**src/hdl/sag_regs.vh**
```
`ifndef SAG_REGS_VH
`define SAG_REGS_VH
// segment register indices
`define SAG_SEG_EXTRA    3'd0
`define SAG_SEG_CODE     3'd1
`define SAG_SEG_STACK    3'd2
`define SAG_SEG_DATA     3'd3
`define SAG_SEG_EXTRA2   3'd4
`define SAG_SEG_EXTRA3   3'd5
// reference kinds
`define SAG_REF_FETCH    3'd0
`define SAG_REF_PUSH     3'd1
`define SAG_REF_POP      3'd2
`define SAG_REF_STRDST   3'd3
`define SAG_REF_DATA     3'd4
`define SAG_REF_IO       3'd5
// base register code of the data reference
`define SAG_BASE_FRAME   3'd5
`define SAG_BASE_STACK   3'd4
// real-mode selector shift
`define SAG_REAL_SHIFT   4
// page size as offset width
`define SAG_PAGE_BITS    12
// operand sizes
`define SAG_SIZE_BYTE    2'd0
`define SAG_SIZE_WORD    2'd1
`define SAG_SIZE_DWORD   2'd2
// io port source
`define SAG_IO_HI_ZERO   16'h0000
`define SAG_IMM_HI_ZERO  8'h00
`define SAG_ZERO32       32'h0000_0000
`define SAG_ONE32        32'h0000_0001
`endif

```
**src/hdl/sag_seg_select.v**
```verilog
`timescale 1ns/100ps
`default_nettype none
`include "sag_regs.vh"
// chooses the segment register for one reference
module sag_seg_select (
    input  wire [2:0] ref_kind_i,     // kind of reference
    input  wire [2:0] base_reg_i,     // base register code of the data ref
    input  wire       ovr_valid_i,    // override prefix present
    input  wire [2:0] ovr_seg_i,      // override segment index
    output reg  [2:0] seg_o           // chosen segment index
);
    // default choice, override only where allowed
    always @* begin
        case (ref_kind_i)
            `SAG_REF_FETCH: seg_o = `SAG_SEG_CODE;
            `SAG_REF_PUSH,
            `SAG_REF_POP:   seg_o = `SAG_SEG_STACK;
            `SAG_REF_STRDST: seg_o = `SAG_SEG_EXTRA;
            `SAG_REF_DATA: begin
                if (ovr_valid_i) begin
                    seg_o = ovr_seg_i;
                end else if (base_reg_i == `SAG_BASE_FRAME ||
                             base_reg_i == `SAG_BASE_STACK) begin
                    seg_o = `SAG_SEG_STACK;
                end else begin
                    seg_o = `SAG_SEG_DATA;
                end
            end
            default: seg_o = `SAG_SEG_DATA;
        endcase
    end
endmodule // sag_seg_select
`default_nettype wire

```
**src/hdl/sag_top.v**
```verilog
`timescale 1ns/100ps
`default_nettype none
`include "sag_regs.vh"
// Functional notes
// - word: two bytes, low byte first
// - dword: four bytes, low byte first
// - operand address is its low byte
// - paging works on 4 Kbyte pages
// - logical address is selector plus offset
// - segmentation yields 32-bit linear address
// - paging off: linear passed out unchanged
// - real mode: selector shl four plus offset
// - protected: descriptor base plus offset
// - segments from one byte to 4 GB
// - fetch always uses code segment
// - stack pushes and pops use stack segment
// - string destination uses extra segment
// - data defaults data, frame/stack base stack
// - overrides replace data default, reach extra segments
// - segment bases may overlap freely
// - 64 Kbyte io space, any port width
// - io addresses bypass translation
// - port from 8-bit immediate or count reg
// - port addresses zero extended
// - memory/io select low for io cycles
module sag_top (
    input  wire        clk_i,          // core clock, 200 MHz
    input  wire        resetn_i,       // async reset, active low
    input  wire        req_i,          // one-cycle address request
    input  wire [2:0]  ref_kind_i,     // kind of reference
    input  wire [2:0]  base_reg_i,     // base register code of data ref
    input  wire        ovr_valid_i,    // segment override present
    input  wire [2:0]  ovr_seg_i,      // override segment index
    input  wire [31:0] base_i,         // base component of offset
    input  wire [31:0] index_i,        // scaled index component
    input  wire [31:0] disp_i,         // displacement component
    input  wire [31:0] ip_i,           // instruction pointer
    input  wire        prot_mode_i,    // 1: protected, 0: real mode
    input  wire        paging_en_i,    // paging enabled
    input  wire [1:0]  op_size_i,      // operand size byte/word/dword
    input  wire [2:0]  byte_idx_i,     // byte of operand being addressed
    input  wire        io_from_count_i,// port from count reg, else immediate
    input  wire [7:0]  io_imm_i,       // 8-bit immediate port
    input  wire [15:0] data_count_reg_16_i, // 16-bit count register
    input  wire [15:0] extra_segment_reg_i,   // segment selectors
    input  wire [15:0] code_segment_reg_i,
    input  wire [15:0] stack_segment_reg_i,
    input  wire [15:0] data_segment_reg_i,
    input  wire [15:0] extra_segment_reg_2_i,
    input  wire [15:0] extra_segment_reg_3_i,
    input  wire [31:0] extra_base_i,   // descriptor bases per segment
    input  wire [31:0] code_base_i,
    input  wire [31:0] stack_base_i,
    input  wire [31:0] data_base_i,
    input  wire [31:0] extra_2_base_i,
    input  wire [31:0] extra_3_base_i,
    output reg         valid_o,        // address valid, one cycle
    output reg  [31:0] addr_o,         // physical address, or linear address when paging is on
    output reg         mem_io_o,       // 1 memory, 0 io
    output reg  [31:0] linear_o,       // linear address for paging unit
    output reg         page_xlate_o,   // linear must be paged
    output reg  [2:0]  seg_o,          // segment used
    output reg  [19:0] page_num_o,     // 4 Kbyte page number
    output reg  [11:0] page_off_o      // offset within page
);
    wire [2:0]  seg_w;         // chosen segment index
    reg  [15:0] sel_w;         // selector of chosen segment
    reg  [31:0] desc_base_w;   // descriptor base of chosen segment
    reg  [31:0] offset_w;      // effective offset
    reg  [31:0] seg_base_w;    // segment base by mode
    reg  [31:0] lin_w;         // linear address of the byte
    reg  [31:0] byte_off_w;    // byte step within operand
    wire [31:0] io_addr_w;     // zero extended port address

    // segment choice per reference kind
    sag_seg_select u_sel (
        .ref_kind_i  (ref_kind_i),
        .base_reg_i  (base_reg_i),
        .ovr_valid_i (ovr_valid_i),
        .ovr_seg_i   (ovr_seg_i),
        .seg_o       (seg_w)
    );

    // selector and descriptor base lookup; bases may overlap
    always @* begin
        case (seg_w)
            `SAG_SEG_EXTRA: begin
                sel_w       = extra_segment_reg_i;
                desc_base_w = extra_base_i;
            end
            `SAG_SEG_CODE: begin
                sel_w       = code_segment_reg_i;
                desc_base_w = code_base_i;
            end
            `SAG_SEG_STACK: begin
                sel_w       = stack_segment_reg_i;
                desc_base_w = stack_base_i;
            end
            `SAG_SEG_EXTRA2: begin
                sel_w       = extra_segment_reg_2_i;
                desc_base_w = extra_2_base_i;
            end
            `SAG_SEG_EXTRA3: begin
                sel_w       = extra_segment_reg_3_i;
                desc_base_w = extra_3_base_i;
            end
            default: begin
                sel_w       = data_segment_reg_i;
                desc_base_w = data_base_i;
            end
        endcase
    end

    // effective offset and operand byte step
    always @* begin
        if (ref_kind_i == `SAG_REF_FETCH) begin
            offset_w = ip_i;
        end else begin
            offset_w = base_i + index_i + disp_i;
        end
        // byte k of an operand lies k above its low byte
        case (op_size_i)
            `SAG_SIZE_WORD:  byte_off_w = {31'd0, byte_idx_i[0]};
            `SAG_SIZE_DWORD: byte_off_w = {30'd0, byte_idx_i[1:0]};
            default:         byte_off_w = `SAG_ZERO32;
        endcase
    end

    // segment base by mode, then linear address
    always @* begin
        if (prot_mode_i) begin
            seg_base_w = desc_base_w;
        end else begin
            seg_base_w = {12'd0, sel_w, 4'd0};
        end
        // full 32-bit wrap covers 1 byte to 4 GB segments
        lin_w = seg_base_w + offset_w + byte_off_w;
    end

    // io port: immediate or count register, zero extended
    assign io_addr_w = io_from_count_i ?
                       {`SAG_IO_HI_ZERO, data_count_reg_16_i} :
                       {`SAG_IO_HI_ZERO, `SAG_IMM_HI_ZERO, io_imm_i};

    // registered outputs
    always @(posedge clk_i or negedge resetn_i) begin
        if (!resetn_i) begin
            valid_o      <= 1'b0;
            addr_o       <= `SAG_ZERO32;
            mem_io_o     <= 1'b1;
            linear_o     <= `SAG_ZERO32;
            page_xlate_o <= 1'b0;
            seg_o        <= `SAG_SEG_DATA;
            page_num_o   <= 20'h0_0000;
            page_off_o   <= 12'h000;
        end else begin
            valid_o <= req_i;
            if (req_i) begin
                if (ref_kind_i == `SAG_REF_IO) begin
                    // io goes out physical, no segment or page step
                    addr_o       <= io_addr_w + byte_off_w;
                    mem_io_o     <= 1'b0;
                    linear_o     <= `SAG_ZERO32;
                    page_xlate_o <= 1'b0;
                    page_num_o   <= 20'h0_0000;
                    page_off_o   <= 12'h000;
                end else begin
                    mem_io_o     <= 1'b1;
                    addr_o       <= lin_w;
                    linear_o     <= lin_w;
                    page_xlate_o <= paging_en_i;
                    seg_o        <= seg_w;
                    // split for 4 Kbyte paging
                    page_num_o   <= lin_w[31:`SAG_PAGE_BITS];
                    page_off_o   <= lin_w[`SAG_PAGE_BITS-1:0];
                end
            end
        end
    end
endmodule // sag_top
`default_nettype wire

```
**config.mk**
```make
export PLATFORM = sky130hd
export DESIGN_NAME = sag_top
export DESIGN_NICKNAME = d
export VERILOG_FILES = /design/src/hdl/sag_seg_select.v /design/src/hdl/sag_top.v
export VERILOG_INCLUDE_DIRS = /design/src /design/src/hdl
export SDC_FILE = /design/constraint.sdc
export NUM_CORES = 1
export LEC_CHECK = 0
export BUFFER_PORTS_ARGS = -buffer_cell sky130_fd_sc_hd__buf_4
export CORE_AREA = 2 2 216 218
export DETAILED_ROUTE_END_ITERATION = 10
export DIE_AREA = 0 0 218 220
export PLACE_DENSITY = 0.46
export RECOVER_POWER = 100
export SLEW_MARGIN = 40
export SYNTH_ARGS = -nofsm -noshare
export SYNTH_HDL_FRONTEND = slang
export SYNTH_HIERARCHICAL = 1
export SYNTH_SLANG_ARGS = --single-unit
export TNS_END_PERCENT = 10
```
**constraint.sdc**
```tcl
create_clock -name clk_i -period 1.05 [get_ports clk_i]
set_input_delay 0.0525 -clock clk_i [delete_from_list [all_inputs] [get_ports clk_i]]
set_output_delay 0.0525 -clock clk_i [all_outputs]
set_load 0.01 [all_outputs]
```
Word level (Yosys, flattened, before mapping) --
Index checks and enable logic that the tools add are counted.
Cells by class: add/subtract/negate cells 5, equality and inequality tests 13, muxes and demuxes 15, bitwise operators 1, reductions and logical operators 5
Operator list (number):
- 32-bit case mux with 5 select lines | 1
- 32-bit adder | 4
- 32-bit 2-to-1 mux | 4
- 16-bit case mux with 5 select lines | 1
- 16-bit by 32-bit adder with 32-bit output | 1
- 20-bit 2-to-1 mux | 1
- 3-bit == test, second input constant | 6
- 16-bit 2-to-1 mux | 1
- 12-bit 2-to-1 mux | 1
- 3-bit case mux with 4 select lines | 1
- 3-bit by 2-bit == test with 1-bit output, second input constant | 3
- 3-bit by 1-bit == test with 1-bit output, second input constant | 2
- 3-bit zero test | 2
- 2-bit case mux with 2 select lines | 1
- 1-bit 2-to-1 mux | 3
- 3-bit 2-to-1 mux | 1
- 2-bit by 1-bit == test with 1-bit output, second input constant | 1
- 2-bit == test, second input constant | 1
- 2-bit AND reduction | 1
- 2-bit OR reduction | 1
- 1-bit logical OR | 1
- 1-bit inverter | 1
Word-level totals: bits in registers 102, input bits 461, output and inout port bits 102

Longest topological paths before layout --
depth in word-level cells 11, depth in mapped cells 26, mapped depth without buffers 25

By module --
Netlist, hierarchy kept.
Modules (own cells, without submodules):
- sag_top | instances 1, cells an instance 1260, area an instance 9929.5 um^2, sequential area each 1380.1 um^2
- sag_seg_select | instances 1, cells an instance 11, area an instance 72.6 um^2, sequential area each 0.0 um^2

Least setup slack after synthesis --
Ideal clock, no wire load.
path type input -> register, from input port base_i[1], to register addr_o[31], setup time 140 ps, arrival time 5266 ps, data required time 910 ps, slack -4356 ps, cell stages on the path 24, cells stage by stage fa_1 ha_1 fa_1 a211oi_1 o21ai_1 nand3b_1 a211oi_1 o21a_1 o21a_1 o31a_1 o21a_1 o21a_1 o31ai_1 ha_1 ha_1 and3_1 nand4_1 a211o_1 a21oi_1 o221ai_2 mux2i_1 a2111oi_2 xor2_1 o22ai_1
On the way: longest elaborated chain between the ends 6
Ends and longest elaborated chain:
- start, declared | line sag_top.v:34 | input wire [31:0] base_i,
- 32-bit adder (2 in a row) | line sag_top.v:119 | offset_w = base_i + index_i + disp_i;
- 32-bit 2-to-1 mux | line sag_top.v:116 | if (ref_kind_i == `SAG_REF_FETCH) begin
- 32-bit adder (2 in a row) | line sag_top.v:137 | lin_w = seg_base_w + offset_w + byte_off_w;
- 32-bit 2-to-1 mux | line sag_top.v:159 | if (ref_kind_i == `SAG_REF_IO) begin
- end signal, assigned | line sag_top.v:149 | addr_o <= `SAG_ZERO32;
- end signal, assigned | line sag_top.v:161 | addr_o <= io_addr_w + byte_off_w;
- end signal, assigned | line sag_top.v:169 | addr_o <= lin_w;
- end, declared | line sag_top.v:58 | output reg [31:0] addr_o,
Every way passes these cells. A chain may end at the register's enable or synchronous reset.

Final worst setup path --
Ends and elaborated chain as after synthesis.

==> metrics.txt <==
setup slack after layout=-4050 ps; CTS sink cnt=55; relative slew slack=49.7%; Worst Max-Slew Pin Slew=755 ps; I/O pins=563; routability congestion estimate=0.960; WL final=53600 µm; ys flop type=dfrtp_1; PnR Total Power=30.8 mW; Max Transition Viols Final=0; total number of vias=12400; synthesized area=10000 µm²; H-tree depth=2; CP max FO=3; DR iter-0 viols=726; FMAX=196 MHz; cell count after synthesis=1271; vias in the first global route=12700; Place WS=-4630 ps; Clock Path Buffers=2; die footprint=48000 µm²; # fillers=4946; Post-Syn Area per Cell=7.87 µm²; nets=2635; cell taking the most area after synthesis=dfrtp_1; final setup violation count=50; CTS Root Cell=clkbuf_16; antenna viol nets, final=0; post-synthesis sequential area ratio=13.8%; wire per inst=20.2 µm; largest net degree at the start of global routing=37; largest cells by area after synthesis=dfrtp_1 (13%), ha_1 (12%), fa_1 (7.2%), a21oi_1 (6.7%), o21ai_0 (5.0%); Flop pwr share=12.9%; Post-synth EDFFs=0; Final Critical Period=5100 ps; max cap viols=0; WL met2=25400 µm; GR Overflow Total=0; hold depth=2; highest metal layer with signal wires=met5; P&R area growth vs syn=73.4%; Num CTS Buffers=5; later-pin clock latency in the skew report=290 ps; RSZ-0062 raised after global routing=true; Hold Crit Class=input pin to flop; top cell type's share of synthesized area=13.0%; failing checks=negative setup slack; initial antenna violation count=3; multi-input logic area=8360 µm²; die width=218 µm; Max VDD drop=0.768 mV; YS warnings=6; combinational power share=81.5%; Worst R2R Path Depth=3; post-detail-place hpwl=47400 µm; switching power of the nets=14.2 mW; # port buffers=560; Period Utilization, post-route=485%; Yosys cell types=83; Worst Skew=0 ps; Crit path required time=1230 ps; final hold slack=42.0 ps; First-pass DRT Iterations=6; CP startpoint kind=input pin; worst path arrival time=5270 ps; CTS tree=done; Clk pin slew, worst setup/hold paths=70 ps; Initial Util=21.8%; syn nets=1861; core area=45900 µm²; routed length on met3=2830 µm; leakage power=8.20 nW; outcome=finished, violations left; critical path class=input pin to flop; die height=220 µm; first-pass GRT wire length=77700 µm; final hold vios=0; CP Capture Type=flop; clock share of power=5.6%; DRC viols=0; vias per cell=4.66; num rows=79; most frequent cell after synthesis=a21oi_1; Post-synth ARST share=100%; M1 wire length=24900 µm; GRT Total Usage=21.4%; most frequent cells after synthesis=a21oi_1 (134), nand2_1 (105), o21ai_0 (99); post-synthesis register bit count=55; switching share of total power=46.2%; power per standard cell area=1780 nW/µm²; fin util=37.8%; share of cells above drive strength 1=46.1%; P_int=16.6 mW; register area=1380 µm²
==> metal layers <==
layer	vias up	track usage (%)
met5	-	0
met4	2	2.13
met3	22	2.91
met2	381	36.6
met1	5804	29.4
li1	6174	-
==> cells in the final DEF (no fill, tap or decap), types with 27 or more instances in the layout <==
| cell | Yosys | layout |
|---|---|---|
| nor2_1 | 85 | 76 |
| inv_1 | 58 | 57 |
| fa_1 | 36 | 32 |
| a21oi_1 | 134 | 120 |
| buf_4 | 47 | 767 |
| o21ai_0 | 99 | 78 |
| xor2_1 | 36 | 32 |
| clkbuf_1 | 59 | 97 |
| xnor2_1 | 33 | 27 |
| nand2_1 | 105 | 101 |
| mux2_2 | 32 | 32 |
| o22ai_1 | 46 | 45 |
| dfrtp_1 | 52 | 52 |
| ha_1 | 93 | 82 |
| mux2i_1 | 31 | 31 |
==> path summary, 6_finish.rpt <==
path                       slack (ps)          end        from
max                             -4050   addr_o[31]   base_i[1]
min                                40  linear_o[8]       req_i
max reg2reg                       100   addr_o[24]  addr_o[24]
min reg2reg                       510     seg_o[2]    seg_o[2]
max in group asynchronous          90   addr_o[14]    resetn_i
min in group asynchronous         360    addr_o[1]    resetn_i
==> state kept, by name, indices dropped and copies added (netlist names) <==
name / count
seg_o: 3
mem_io_o: 1
linear_o: 17
page_xlate_o: 1
valid_o: 1
addr_o: 32
==> cells by family (layout without fill, tap and decap cells) <==
kind of cell    Yosys count  count (layout)  share of synthesized area [%]
compound gates          465             465                           30.2
xor+xnor                 69              69                           6.04
fa+ha+maj               129             129                           18.8
buf+inv                 180             955                           8.63
flops                    55              55                           13.8
mux                      70              70                           8.28
other cells               0               2                              0
simple gates            303             303                           14.2
==> critical path, stage by stage <==
cell and delay (ps):
buf_6 90, fa_2 470, ha_4 180, fa_2 360
a211oi_4 240, o21ai_2 100, nand3b_1 170, a211oi_2 80
o21a_1 180, o21a_1 180, o31a_1 240, o21a_1 190
o21a_1 200, o31ai_4 210, ha_1 300, ha_4 280
and3_4 180, nand4_1 170, o221ai_2 210, a31oi_2 80
a21oi_2 190, o221ai_2 150, mux2i_1 160, a2111oi_2 340
xor2_1 170, o22ai_1 80
==> power groups by stage <==
stage	Combinational, mW	Sequential, mW	Clock, mW
2_1_floorplan	12.5	4.20	0
3_3_place_gp	24.4	4.05	0
3_5_place_dp	24.6	4.08	0
4_1_cts	26.0	4.05	1.78
5_1_grt	27.7	4.11	1.86
6_report	25.1	3.97	1.72
==> stage by stage <==
step                      cell area [µm²]  std cells  setup TNS [ps]
after global routing                17300       2653         -150270
after global placement              17000       2640         -166180
after CTS                           17500       2651         -139480
final                               17300       2655         -138950
after detailed placement            17000       2640         -168000
after floorplan                     10200       1271         -131840
==> area by class of cell <==
cell class | count | share of cell area [%]
Antenna cell | 2 | 0.0289
Clock buffer | 7 | 0.822
Clock inverter | 1 | 0.0505
Inverter | 59 | 1.28
Multi-Input combinational cell | 1036 | 48.2
Sequential cell | 55 | 7.96
Tap cell | 607 | 4.38
Timing Repair Buffer | 888 | 37.3
==> timing repair <==
action / in CTS / in global routing
pin swaps: 33 / 32
gates cloned: 0 / 0
endpoints found under the hold margin: 24 / 0
hold buffers: 2 / 0
endpoints found under the setup margin: 52 / 54
resized for setup: 74 / 43
buffers inserted: 2 / 3
No activity file was read; power rests on OpenSTA's default activity.
